**src/pci_host_pkg.sv**
```systemverilog
// shared types and constants for the host-side bus controller
package pci_host_pkg;

    // ---------------------------------------------
    // bus command codes (low bit set means write)
    // ---------------------------------------------
    localparam logic [3:0] CMD_IO_RD = 4'h2;
    localparam logic [3:0] CMD_IO_WR = 4'h3;
    localparam logic [3:0] CMD_MEM_RD = 4'h6;
    localparam logic [3:0] CMD_MEM_WR = 4'h7;
    localparam logic [3:0] CMD_CFG_RD = 4'hA;
    localparam logic [3:0] CMD_CFG_WR = 4'hB;
    localparam logic [2:0] CFG_CODE_HI = 3'h5;

    // ---------------------------------------------
    // timing counts and reset values
    // ---------------------------------------------
    localparam logic [2:0] DEVSEL_WAIT = 3'h5; // clocks before master abort
    localparam logic [1:0] BUF_DEPTH = 2'h2;
    localparam logic [31:0] AD_RST = 32'h0000_0000;

    // ---------------------------------------------
    // answer kinds on the response stream
    // ---------------------------------------------
    localparam logic [1:0] RK_DONE = 2'h0;
    localparam logic [1:0] RK_RETRY = 2'h1;
    localparam logic [1:0] RK_ABORT = 2'h2;
    localparam logic [1:0] RK_TWRITE = 2'h3;

    typedef struct packed {
        logic [3:0] code;
        logic [3:0] be_n;
        logic [31:0] addr;
        logic [31:0] data;
    } cmd_t;

    typedef struct packed {
        logic [1:0] kind;
        logic [31:0] data;
    } resp_t;

    typedef enum logic [2:0] {M_IDLE, M_ADDR, M_DATA, M_TURN, M_GRANT} mst_t;
    typedef enum logic [1:0] {T_IDLE, T_DATA, T_TURN} tgt_t;

    function automatic logic is_write(input logic [3:0] code);
        return code[0];
    endfunction

    function automatic logic is_cfg(input logic [3:0] code);
        return code[3:1] == CFG_CODE_HI;
    endfunction

endpackage

```
**src/pci_rsp_buf.sv**
```systemverilog
// two-entry response buffer between bus and user stream
`timescale 1ns/1ps
module pci_rsp_buf (
    input wire logic ref_clk,
    input wire logic rst_n,
    input wire logic in_valid,
    output logic in_ready,
    input wire pci_host_pkg::resp_t in_data,
    output logic out_valid,
    input wire logic out_ready,
    output pci_host_pkg::resp_t out_data
);
    // ---------------------------------------------
    // storage
    // ---------------------------------------------
    pci_host_pkg::resp_t e0_q;
    pci_host_pkg::resp_t e1_q;
    logic [1:0] cnt_q;

    // full refuses a push even when popping, keeps ready off the pop path
    wire push = in_valid && in_ready;
    wire pop = out_valid && out_ready;
    assign in_ready = cnt_q != pci_host_pkg::BUF_DEPTH;
    assign out_valid = cnt_q != 2'h0;
    assign out_data = e0_q;

    // shift on pop, fill the first free slot on push
    always_ff @(posedge ref_clk) begin
        if (!rst_n) begin
            cnt_q <= 2'h0;
            e0_q <= '0;
            e1_q <= '0;
        end else begin
            if (pop && (cnt_q == 2'h2)) e0_q <= e1_q;
            if (push && (cnt_q == 2'h0 || (pop && cnt_q == 2'h1))) e0_q <= in_data;
            if (push && ((cnt_q == 2'h1 && !pop) || cnt_q == 2'h2)) e1_q <= in_data;
            cnt_q <= cnt_q + {1'b0, push} - {1'b0, pop};
        end
    end
endmodule

```
**src/pci_par_gen.sv**
```systemverilog
// even parity one clock after the phase, plus check of the far side
`timescale 1ns/1ps
module pci_par_gen (
    input wire logic ref_clk,
    input wire logic rst_n,
    input wire logic [31:0] ad,
    input wire logic [3:0] cbe_n,
    input wire logic drive,
    input wire logic check,
    input wire logic par_i,
    output logic par_o,
    output logic par_oe,
    output logic perr
);

    // ---------------------------------------------
    // parity launch and compare
    // ---------------------------------------------
    logic chk_q;
    wire par_now = ^{ad, cbe_n};

    // comparing on the next clock lines up with the late bit
    always_ff @(posedge ref_clk) begin
        if (!rst_n) begin
            par_o <= 1'b0;
            par_oe <= 1'b0;
            chk_q <= 1'b0;
            perr <= 1'b0;
        end else begin
            par_o <= par_now;
            par_oe <= drive;
            chk_q <= check;
            perr <= chk_q && (par_i != par_o);
        end
    end
endmodule

```
**src/pci_host_ctrl.sv**
```systemverilog
// host-side bus initiator, arbiter and target for the audio device
`timescale 1ns/1ps
module pci_host_ctrl (
    input wire logic ref_clk,
    input wire logic rst_n,
    input wire logic cmd_valid,
    output logic cmd_ready,
    input wire pci_host_pkg::cmd_t cmd,
    output logic rsp_valid,
    input wire logic rsp_ready,
    output pci_host_pkg::resp_t rsp,
    input wire logic [31:0] tgt_rdata,
    output logic irq,
    output logic par_err,
    input wire logic [31:0] ad_i,
    output logic [31:0] ad_o,
    output logic ad_oe,
    input wire logic [3:0] cbe_n_i,
    output logic [3:0] cbe_n_o,
    output logic cbe_n_oe,
    input wire logic par_i,
    output logic par_o,
    output logic par_oe,
    input wire logic frame_n_i,
    output logic frame_n_o,
    output logic frame_n_oe,
    input wire logic irdy_n_i,
    output logic irdy_n_o,
    output logic irdy_n_oe,
    input wire logic trdy_n_i,
    output logic trdy_n_o,
    output logic trdy_n_oe,
    input wire logic stop_n_i,
    output logic stop_n_o,
    output logic stop_n_oe,
    input wire logic devsel_n_i,
    output logic devsel_n_o,
    output logic devsel_n_oe,
    output logic idsel,
    input wire logic req_n,
    output logic gnt_n,
    input wire logic inta_n
);

    // ---------------------------------------------
    // state
    // ---------------------------------------------
    pci_host_pkg::mst_t st_q;
    pci_host_pkg::mst_t st_d;
    pci_host_pkg::tgt_t t_st_q;
    pci_host_pkg::tgt_t t_st_d;
    pci_host_pkg::cmd_t cmd_q;
    logic [3:0] t_code_q;
    logic t_first_q;
    logic [31:0] t_rd_q;
    logic [2:0] wait_q;
    logic req_s1_q;
    logic req_s2_q;
    logic int_s1_q;
    logic int_s2_q;
    logic buf_in_ready;
    pci_host_pkg::resp_t buf_in;

    // ---------------------------------------------
    // request and interrupt pins are not bus-timed
    // ---------------------------------------------
    // two flops each: request floats in reset and the interrupt is a slow level
    always_ff @(posedge ref_clk) begin
        if (!rst_n) begin
            req_s1_q <= 1'b1;
            req_s2_q <= 1'b1;
            int_s1_q <= 1'b1;
            int_s2_q <= 1'b1;
        end else begin
            req_s1_q <= req_n;
            req_s2_q <= req_s1_q;
            int_s1_q <= inta_n;
            int_s2_q <= int_s1_q;
        end
    end
    assign irq = !int_s2_q;

    // ---------------------------------------------
    // decode of bus conditions
    // ---------------------------------------------
    wire dev_req = !req_s2_q;
    wire bus_idle = frame_n_i && irdy_n_i;
    wire take_dev = dev_req && bus_idle;
    wire m_wr = pci_host_pkg::is_write(cmd_q.code);
    wire m_ready = (st_q == pci_host_pkg::M_DATA) && buf_in_ready;
    wire m_done = m_ready && !trdy_n_i;
    wire m_stop = m_ready && trdy_n_i && !stop_n_i;
    wire m_abort = m_ready && devsel_n_i && (wait_q == pci_host_pkg::DEVSEL_WAIT);
    wire t_wr = pci_host_pkg::is_write(t_code_q);
    wire t_start = (st_q == pci_host_pkg::M_GRANT) && (t_st_q == pci_host_pkg::T_IDLE)
        && !frame_n_i && irdy_n_i;
    wire t_ready = (t_st_q == pci_host_pkg::T_DATA) && !t_first_q && (!t_wr || buf_in_ready);
    wire t_beat = t_ready && !irdy_n_i;
    wire t_push = t_beat && t_wr;
    wire t_drive = (t_st_q == pci_host_pkg::T_DATA) && !t_first_q && !t_wr;

    assign cmd_ready = (st_q == pci_host_pkg::M_IDLE) && !take_dev;

    // ---------------------------------------------
    // master and grant sequencing
    // ---------------------------------------------
    // the device gets the bus first; a host command waits while it is granted
    always_comb begin
        st_d = st_q;
        case (st_q)
            pci_host_pkg::M_IDLE: begin
                if (take_dev) st_d = pci_host_pkg::M_GRANT;
                else if (cmd_valid) st_d = pci_host_pkg::M_ADDR;
            end
            pci_host_pkg::M_ADDR: st_d = pci_host_pkg::M_DATA;
            pci_host_pkg::M_DATA: begin
                if (m_done || m_stop || m_abort) st_d = pci_host_pkg::M_TURN;
            end
            pci_host_pkg::M_TURN: st_d = pci_host_pkg::M_IDLE;
            pci_host_pkg::M_GRANT: begin
                if (!dev_req && bus_idle && t_st_q == pci_host_pkg::T_IDLE) st_d = pci_host_pkg::M_IDLE;
            end
            default: st_d = pci_host_pkg::M_IDLE;
        endcase
    end

    // ---------------------------------------------
    // target sequencing while the device masters
    // ---------------------------------------------
    // every cycle the device starts is claimed: it only ever targets host memory
    always_comb begin
        t_st_d = t_st_q;
        case (t_st_q)
            pci_host_pkg::T_IDLE: begin
                if (t_start) t_st_d = pci_host_pkg::T_DATA;
            end
            pci_host_pkg::T_DATA: begin
                if (t_beat && frame_n_i) t_st_d = pci_host_pkg::T_TURN;
            end
            pci_host_pkg::T_TURN: t_st_d = pci_host_pkg::T_IDLE;
            default: t_st_d = pci_host_pkg::T_IDLE;
        endcase
    end

    // state registers and captured phase values
    always_ff @(posedge ref_clk) begin
        if (!rst_n) begin
            st_q <= pci_host_pkg::M_IDLE;
            t_st_q <= pci_host_pkg::T_IDLE;
            cmd_q <= '0;
            t_code_q <= 4'h0;
            t_first_q <= 1'b0;
            t_rd_q <= pci_host_pkg::AD_RST;
            wait_q <= 3'h0;
        end else begin
            st_q <= st_d;
            t_st_q <= t_st_d;
            t_rd_q <= tgt_rdata;
            if (cmd_valid && cmd_ready) cmd_q <= cmd;
            if (t_start) t_code_q <= cbe_n_i;
            t_first_q <= t_start; // turnaround before driving read data
            if (st_q != pci_host_pkg::M_DATA) wait_q <= 3'h0;
            else if (devsel_n_i && wait_q != pci_host_pkg::DEVSEL_WAIT) wait_q <= wait_q + 3'h1;
        end
    end

    // ---------------------------------------------
    // pin drive
    // ---------------------------------------------
    // address, then write data, share the lines; target read data last
    assign ad_oe = (st_q == pci_host_pkg::M_ADDR) || (st_q == pci_host_pkg::M_DATA && m_wr)
        || t_drive;
    assign ad_o = (st_q == pci_host_pkg::M_ADDR) ? cmd_q.addr
        : (st_q == pci_host_pkg::M_DATA) ? cmd_q.data : t_rd_q;
    assign cbe_n_oe = (st_q == pci_host_pkg::M_ADDR) || (st_q == pci_host_pkg::M_DATA);
    assign cbe_n_o = (st_q == pci_host_pkg::M_ADDR) ? cmd_q.code : cmd_q.be_n;
    // single data phase: frame falls back as initiator ready comes on
    assign frame_n_oe = (st_q == pci_host_pkg::M_ADDR) || (st_q == pci_host_pkg::M_DATA)
        || (st_q == pci_host_pkg::M_TURN);
    assign frame_n_o = st_q != pci_host_pkg::M_ADDR;
    assign irdy_n_oe = (st_q == pci_host_pkg::M_DATA) || (st_q == pci_host_pkg::M_TURN);
    assign irdy_n_o = !m_ready;
    assign idsel = (st_q == pci_host_pkg::M_ADDR) && pci_host_pkg::is_cfg(cmd_q.code);
    assign gnt_n = st_q != pci_host_pkg::M_GRANT;
    assign devsel_n_oe = t_st_q != pci_host_pkg::T_IDLE;
    assign devsel_n_o = t_st_q != pci_host_pkg::T_DATA;
    assign trdy_n_oe = devsel_n_oe;
    assign trdy_n_o = !t_ready;
    assign stop_n_oe = devsel_n_oe;
    assign stop_n_o = 1'b1; // never stops the device; stalls with target ready instead

    // ---------------------------------------------
    // answers into the buffer
    // ---------------------------------------------
    // master and target phases never overlap, so one input port serves both
    always_comb begin
        buf_in.kind = pci_host_pkg::RK_TWRITE;
        buf_in.data = ad_i;
        if (m_done) begin
            buf_in.kind = pci_host_pkg::RK_DONE;
            buf_in.data = m_wr ? cmd_q.data : ad_i;
        end else if (m_stop) begin
            buf_in.kind = pci_host_pkg::RK_RETRY;
        end else if (m_abort) begin
            buf_in.kind = pci_host_pkg::RK_ABORT;
        end
    end

    pci_rsp_buf u_buf (
        .ref_clk(ref_clk),
        .rst_n(rst_n),
        .in_valid(m_done || m_stop || m_abort || t_push),
        .in_ready(buf_in_ready),
        .in_data(buf_in),
        .out_valid(rsp_valid),
        .out_ready(rsp_ready),
        .out_data(rsp)
    );

    pci_par_gen u_par (
        .ref_clk(ref_clk),
        .rst_n(rst_n),
        .ad(ad_i),
        .cbe_n(cbe_n_i),
        .drive(ad_oe),
        .check(t_start || t_push || (m_done && !m_wr)),
        .par_i(par_i),
        .par_o(par_o),
        .par_oe(par_oe),
        .perr(par_err)
    );
endmodule

```
**config.mk**
```make
export PLATFORM = sky130hd
export DESIGN_NAME = pci_host_ctrl
export DESIGN_NICKNAME = d
export VERILOG_FILES = /design/src/pci_host_pkg.sv /design/src/pci_rsp_buf.sv /design/src/pci_par_gen.sv /design/src/pci_host_ctrl.sv
export SDC_FILE = /design/constraint.sdc
export NUM_CORES = 1
export LEC_CHECK = 0
export BUFFER_PORTS_ARGS = -buffer_cell sky130_fd_sc_hd__buf_4
export CAP_MARGIN = 20
export CELL_PAD_IN_SITES_DETAIL_PLACEMENT = 0
export CELL_PAD_IN_SITES_GLOBAL_PLACEMENT = 1
export CORE_MARGIN = 2
export CORE_UTILIZATION = 40
export CTS_BUF_LIST = sky130_fd_sc_hd__clkbuf_8
export DETAILED_ROUTE_END_ITERATION = 6
export MAX_ROUTING_LAYER = met4
export PLACE_DENSITY = 0.86
export SETUP_SLACK_MARGIN = 0.5
export SLEW_MARGIN = 30
export SYNTH_ARGS = -nofsm -noshare
export SYNTH_HDL_FRONTEND = slang
export SYNTH_SLANG_ARGS = --single-unit
```
**constraint.sdc**
```tcl
create_clock -name ref_clk -period 4.55 [get_ports ref_clk]
set_input_delay 0.455 -clock ref_clk [delete_from_list [all_inputs] [get_ports ref_clk]]
set_output_delay 0.455 -clock ref_clk [all_outputs]
set_load 0.05 [all_outputs]
```
==> metrics.md <==
| Metric | Value |
|---|---|
| Outcome | `completed` |
| GRT Max-Usage Layer | `met2` |
| Mapped cell area | `8250 um2` |
| CP bufs+invs | `3` |
| Share of the synthesized area in the top cell type | `46.6%` |
| CP endpoint kind | `output port` |
| Antenna diode count | `0` |
| Critical Path RT | `4.09 ns` |
| Crit-path leading delay family | `buffers and inverters` |
| Cell taking the most area after synthesis | `dfxtp_1` |
| Routed Antenna Nets | `0` |
| Crit-path cells | `nor3b_1 > inv_2 > buf_4 > a31oi_1 > buf_4` |
| Finished Layout Cells | `1494` |
| First-pass detailed-route iteration total | `5` |
| Period utilization | `72.9%` |
| I/O pin cnt | `242` |
| RR Endpoint | `u_buf.e1_q[20]$_SDFFE_PN0P_` |
| Max-capacitance violation count | `0` |
| Chip Width | `148 um` |
| Resized cells post-CTS | `0` |
| Final min period | `3.32 ns` |
| Largest family of logic cells by synthesized area | `simple AND/OR/NAND/NOR gates` |
| CTS sink cnt | `192` |
| Synth Area in Compound Gates | `16.7%` |
| Largest stage delay, worst path | `0.67 ns` |
| P per Cell Area | `449 nW/um2` |
| Mapped Cells | `1020` |
| Core area | `20200 um2` |
| Fill count | `2049` |
| Setup violations, final | `0` |
| Seq/Total Area, Yosys | `46.6%` |
| Arrival time at the worst endpoint | `2.86 ns` |
| Hold Vio Cnt, Final | `0` |
| Initial antenna violation count | `0` |
| CP Launch Point | `st_q[0]$_SDFFE_PN0P_` |
| Ys async rst share | `0%` |
| Row cnt | `52` |
| Final TNS setup | `0 ns` |
| WS Path Type | `reg -> out` |
| Post-Synth Simple-Gate Area | `22.7%` |
| Reg-to-reg slack, setup | `1.68 ns` |
| Drt wl/cell | `16.4 um` |
| Flops & latches, synth | `192` |
| GRT Util Overall | `22.9%` |
| Placed instance count | `1463` |
| Max H-tree Level | `4` |
| CTS root buf | `clkbuf_8` |
| Dpl hpwl | `17.7 mm` |
| Reg2reg start | `st_q[1]$_SDFFE_PN0P_` |
| Top FF cell, synth | `dfxtp_1` |
| Worst-Margin Slew | `0.781 ns` |
| Final net count | `1368` |
| Slew HR | `47.9%` |
| Syn avg cell area | `8.09 um2` |
| Layout cells sized above 1 | `24.3%` |
| Met2 Use GR | `33.4%` |
| DR vias/cell | `4.99` |
| FMAX | `301 MHz` |
| Vias in the first global route | `6977` |
| Starting Density | `40.8%` |
| Total Wirelength | `24.4 mm` |
| Mux contribution to synthesized area | `4.12%` |
| Crit path capture | `ad_o[13]` |
| Synth Area in Adders | `0.606%` |
| RD Place Congestion | `0.840` |
| Largest net degree at the start of global routing | `65` |
| Hold_buf cts | `0` |
| Number of flops mapped to enable cells by yosys | `0` |
| FF/Latch Area | `3840 um2` |
| Die area | `21800 um2` |
| Residual DRC count | `0` |
| Netlist cell types | `44` |
| Global Route met1 Usage | `31.7%` |
| Hold Slack | `0.165 ns` |
| Fin worst setup slack | `1.23 ns` |
| RSZ-0062 raised after global routing | `no` |
| Slew Viols, Final | `0` |
| Ys Warns | `0` |
| Grt total ovfl | `0` |
| Syn-to-layout area delta | `27.5%` |
| Type of the worst min-delay path | `in -> reg` |
| PortBufs | `240` |
| Max clock buf depth | `2` |
| DRT iter0 DRCs | `422` |
| Worst setup SP type | `flip-flop` |
| Hold_sp | `inta_n` |
| TritonCTS clock tree | `done` |
| Crit path max fanout | `45` |
| Syn Nets | `1176` |
| # Post-CTS Setup Buffers | `0` |
| Met3 Track Usage GR | `5.00%` |
| Via count | `7453` |
| Area of the multi-input gates | `4030 um2` |
| First-pass GRT wire length | `37.8 mm` |
| CTS clk-pin slew, worst paths | `0.10 ns` |
| Critical-path top delay cell | `nor3b_1` |
| Peak VDD IR | `0.195 mV` |
| Leakage | `4.69 nW` |
| Post-Place Setup Slack | `1.77 ns` |
| Reg2reg path depth | `6` |
| CTS buffer count | `17` |
| Synth area leaders | `dfxtp_1, nand2_1, a31oi_1` |
| Die Y | `148 um` |
| Most common cell on crit path | `buf_4` |
| Post-synthesis xor/xnor area fraction | `4.37%` |
| Worst Clk Skew | `0.0100 ns` |
| Clock Latency Late Sink | `0.46 ns` |
| Critical path depth | `5` |
[how the worst min path moves through the flow]
stage	end	slack, ns	cells after the start
finish	int_s1_q$_SDFF_PN1_	0.17	2
floorplan	int_s2_q$_SDFF_PN1_	0.39	1
detailed placement	req_s2_q$_SDFF_PN1_	0.39	1
global route	int_s1_q$_SDFF_PN1_	0.13	2
CTS	req_s1_q$_SDFF_PN1_	0.13	2
global placement	int_s2_q$_SDFF_PN1_	0.39	1
[state kept, by name (all words and copies together) (netlist names), 2 cells and up]
| name | flops |
|---|---|
| t_st_q | 2 |
| u_buf.out_data | 34 |
| u_buf.e1_q | 34 |
| cmd_q | 72 |
| st_q | 3 |
| u_buf.cnt_q | 2 |
| wait_q | 3 |
| t_rd_q | 32 |
[where the power goes]
group / total [mW] / switching (mW) / internal, mW
Sequential: 1.95 / 0.111 / 1.84
Clock: 1.09 / 0.635 / 0.455
Combinational: 1.69 / 1.13 / 0.562
Total: 4.73 / 1.87 / 2.86
[per-layer routing]
| metal | wire, um | up-vias |
|---|---|---|
| li1 | - | 3782 |
| met1 | 11300 | 3402 |
| met2 | 11000 | 235 |
| met3 | 1620 | 34 |
| met4 | 537 | 0 |
| met5 | 0 | - |
[layout by cell type (no fill, tap or decap), types with 7 or more instances in the layout]
cell type  Yosys  final
xor2_1         7      7
and2_1        36     35
nor2_1        76     75
nand2_1      302    301
a211oi_1      33     33
a21oi_1       75     74
clkbuf_8       0     18
a21o_1        34     34
dfxtp_1      192    192
buf_4          4    253
mux2i_1       34     34
xnor2_1       29     29
a31oi_1       67     67
inv_1          8      7
nand2b_1       7      7
[layout make-up]
| cell class | instances | area share, % |
|---|---|---|
| multi-input cells | 739 | 38.3 |
| flip-flops and latches | 192 | 36.5 |
| repair buffers | 253 | 18.1 |
| well taps | 270 | 3.21 |
| clock buffers | 18 | 2.35 |
| clock inverters | 13 | 1.22 |
| inverters | 9 | 0.345 |
[worst register-to-register path, stage by stage, from the launching register on]
cell	delay, ns
dfxtp_1	0.49
nor3b_4	0.45
o211ai_1	0.34
a21oi_4	0.69
buf_4	0.47
nor2_1	0.09
a211oi_1	0.25
[kinds of logic (layout without fill, tap and decap cells)]
| kind of cell | count (synthesis) | in the layout |
|---|---|---|
| AND/OR/NAND/NOR | 443 | 443 |
| adder cells (fa/ha/maj) | 4 | 4 |
| other | 1 | 1 |
| AO/OA/AOI/OAI | 219 | 219 |
| multiplexers | 34 | 34 |
| buffers and inverters | 89 | 293 |
| flip-flops | 192 | 192 |
| XOR/XNOR | 38 | 38 |
[per-stage QoR]
step	utilization, %	total power [mW]	instance area (um2)
3_3_place_gp	50.1	3.67	10100
2_1_floorplan	-	3.14	8250
3_5_place_dp	50.1	3.68	10100
4_1_cts	52.0	4.78	10500
5_1_grt	52.0	4.98	10500
6_report	52.0	4.73	10500
[synthesized netlist by cell type (23+ instances only)]
cell      count
and2_1       36
dfxtp_1     192
clkbuf_1     49
xnor2_1      29
a21oi_1      75
mux2i_1      34
buf_2        23
nand2_1     302
a31oi_1      67
a211oi_1     33
a21o_1       34
nor2_1       76
Power figures use the tool's default switching activity.
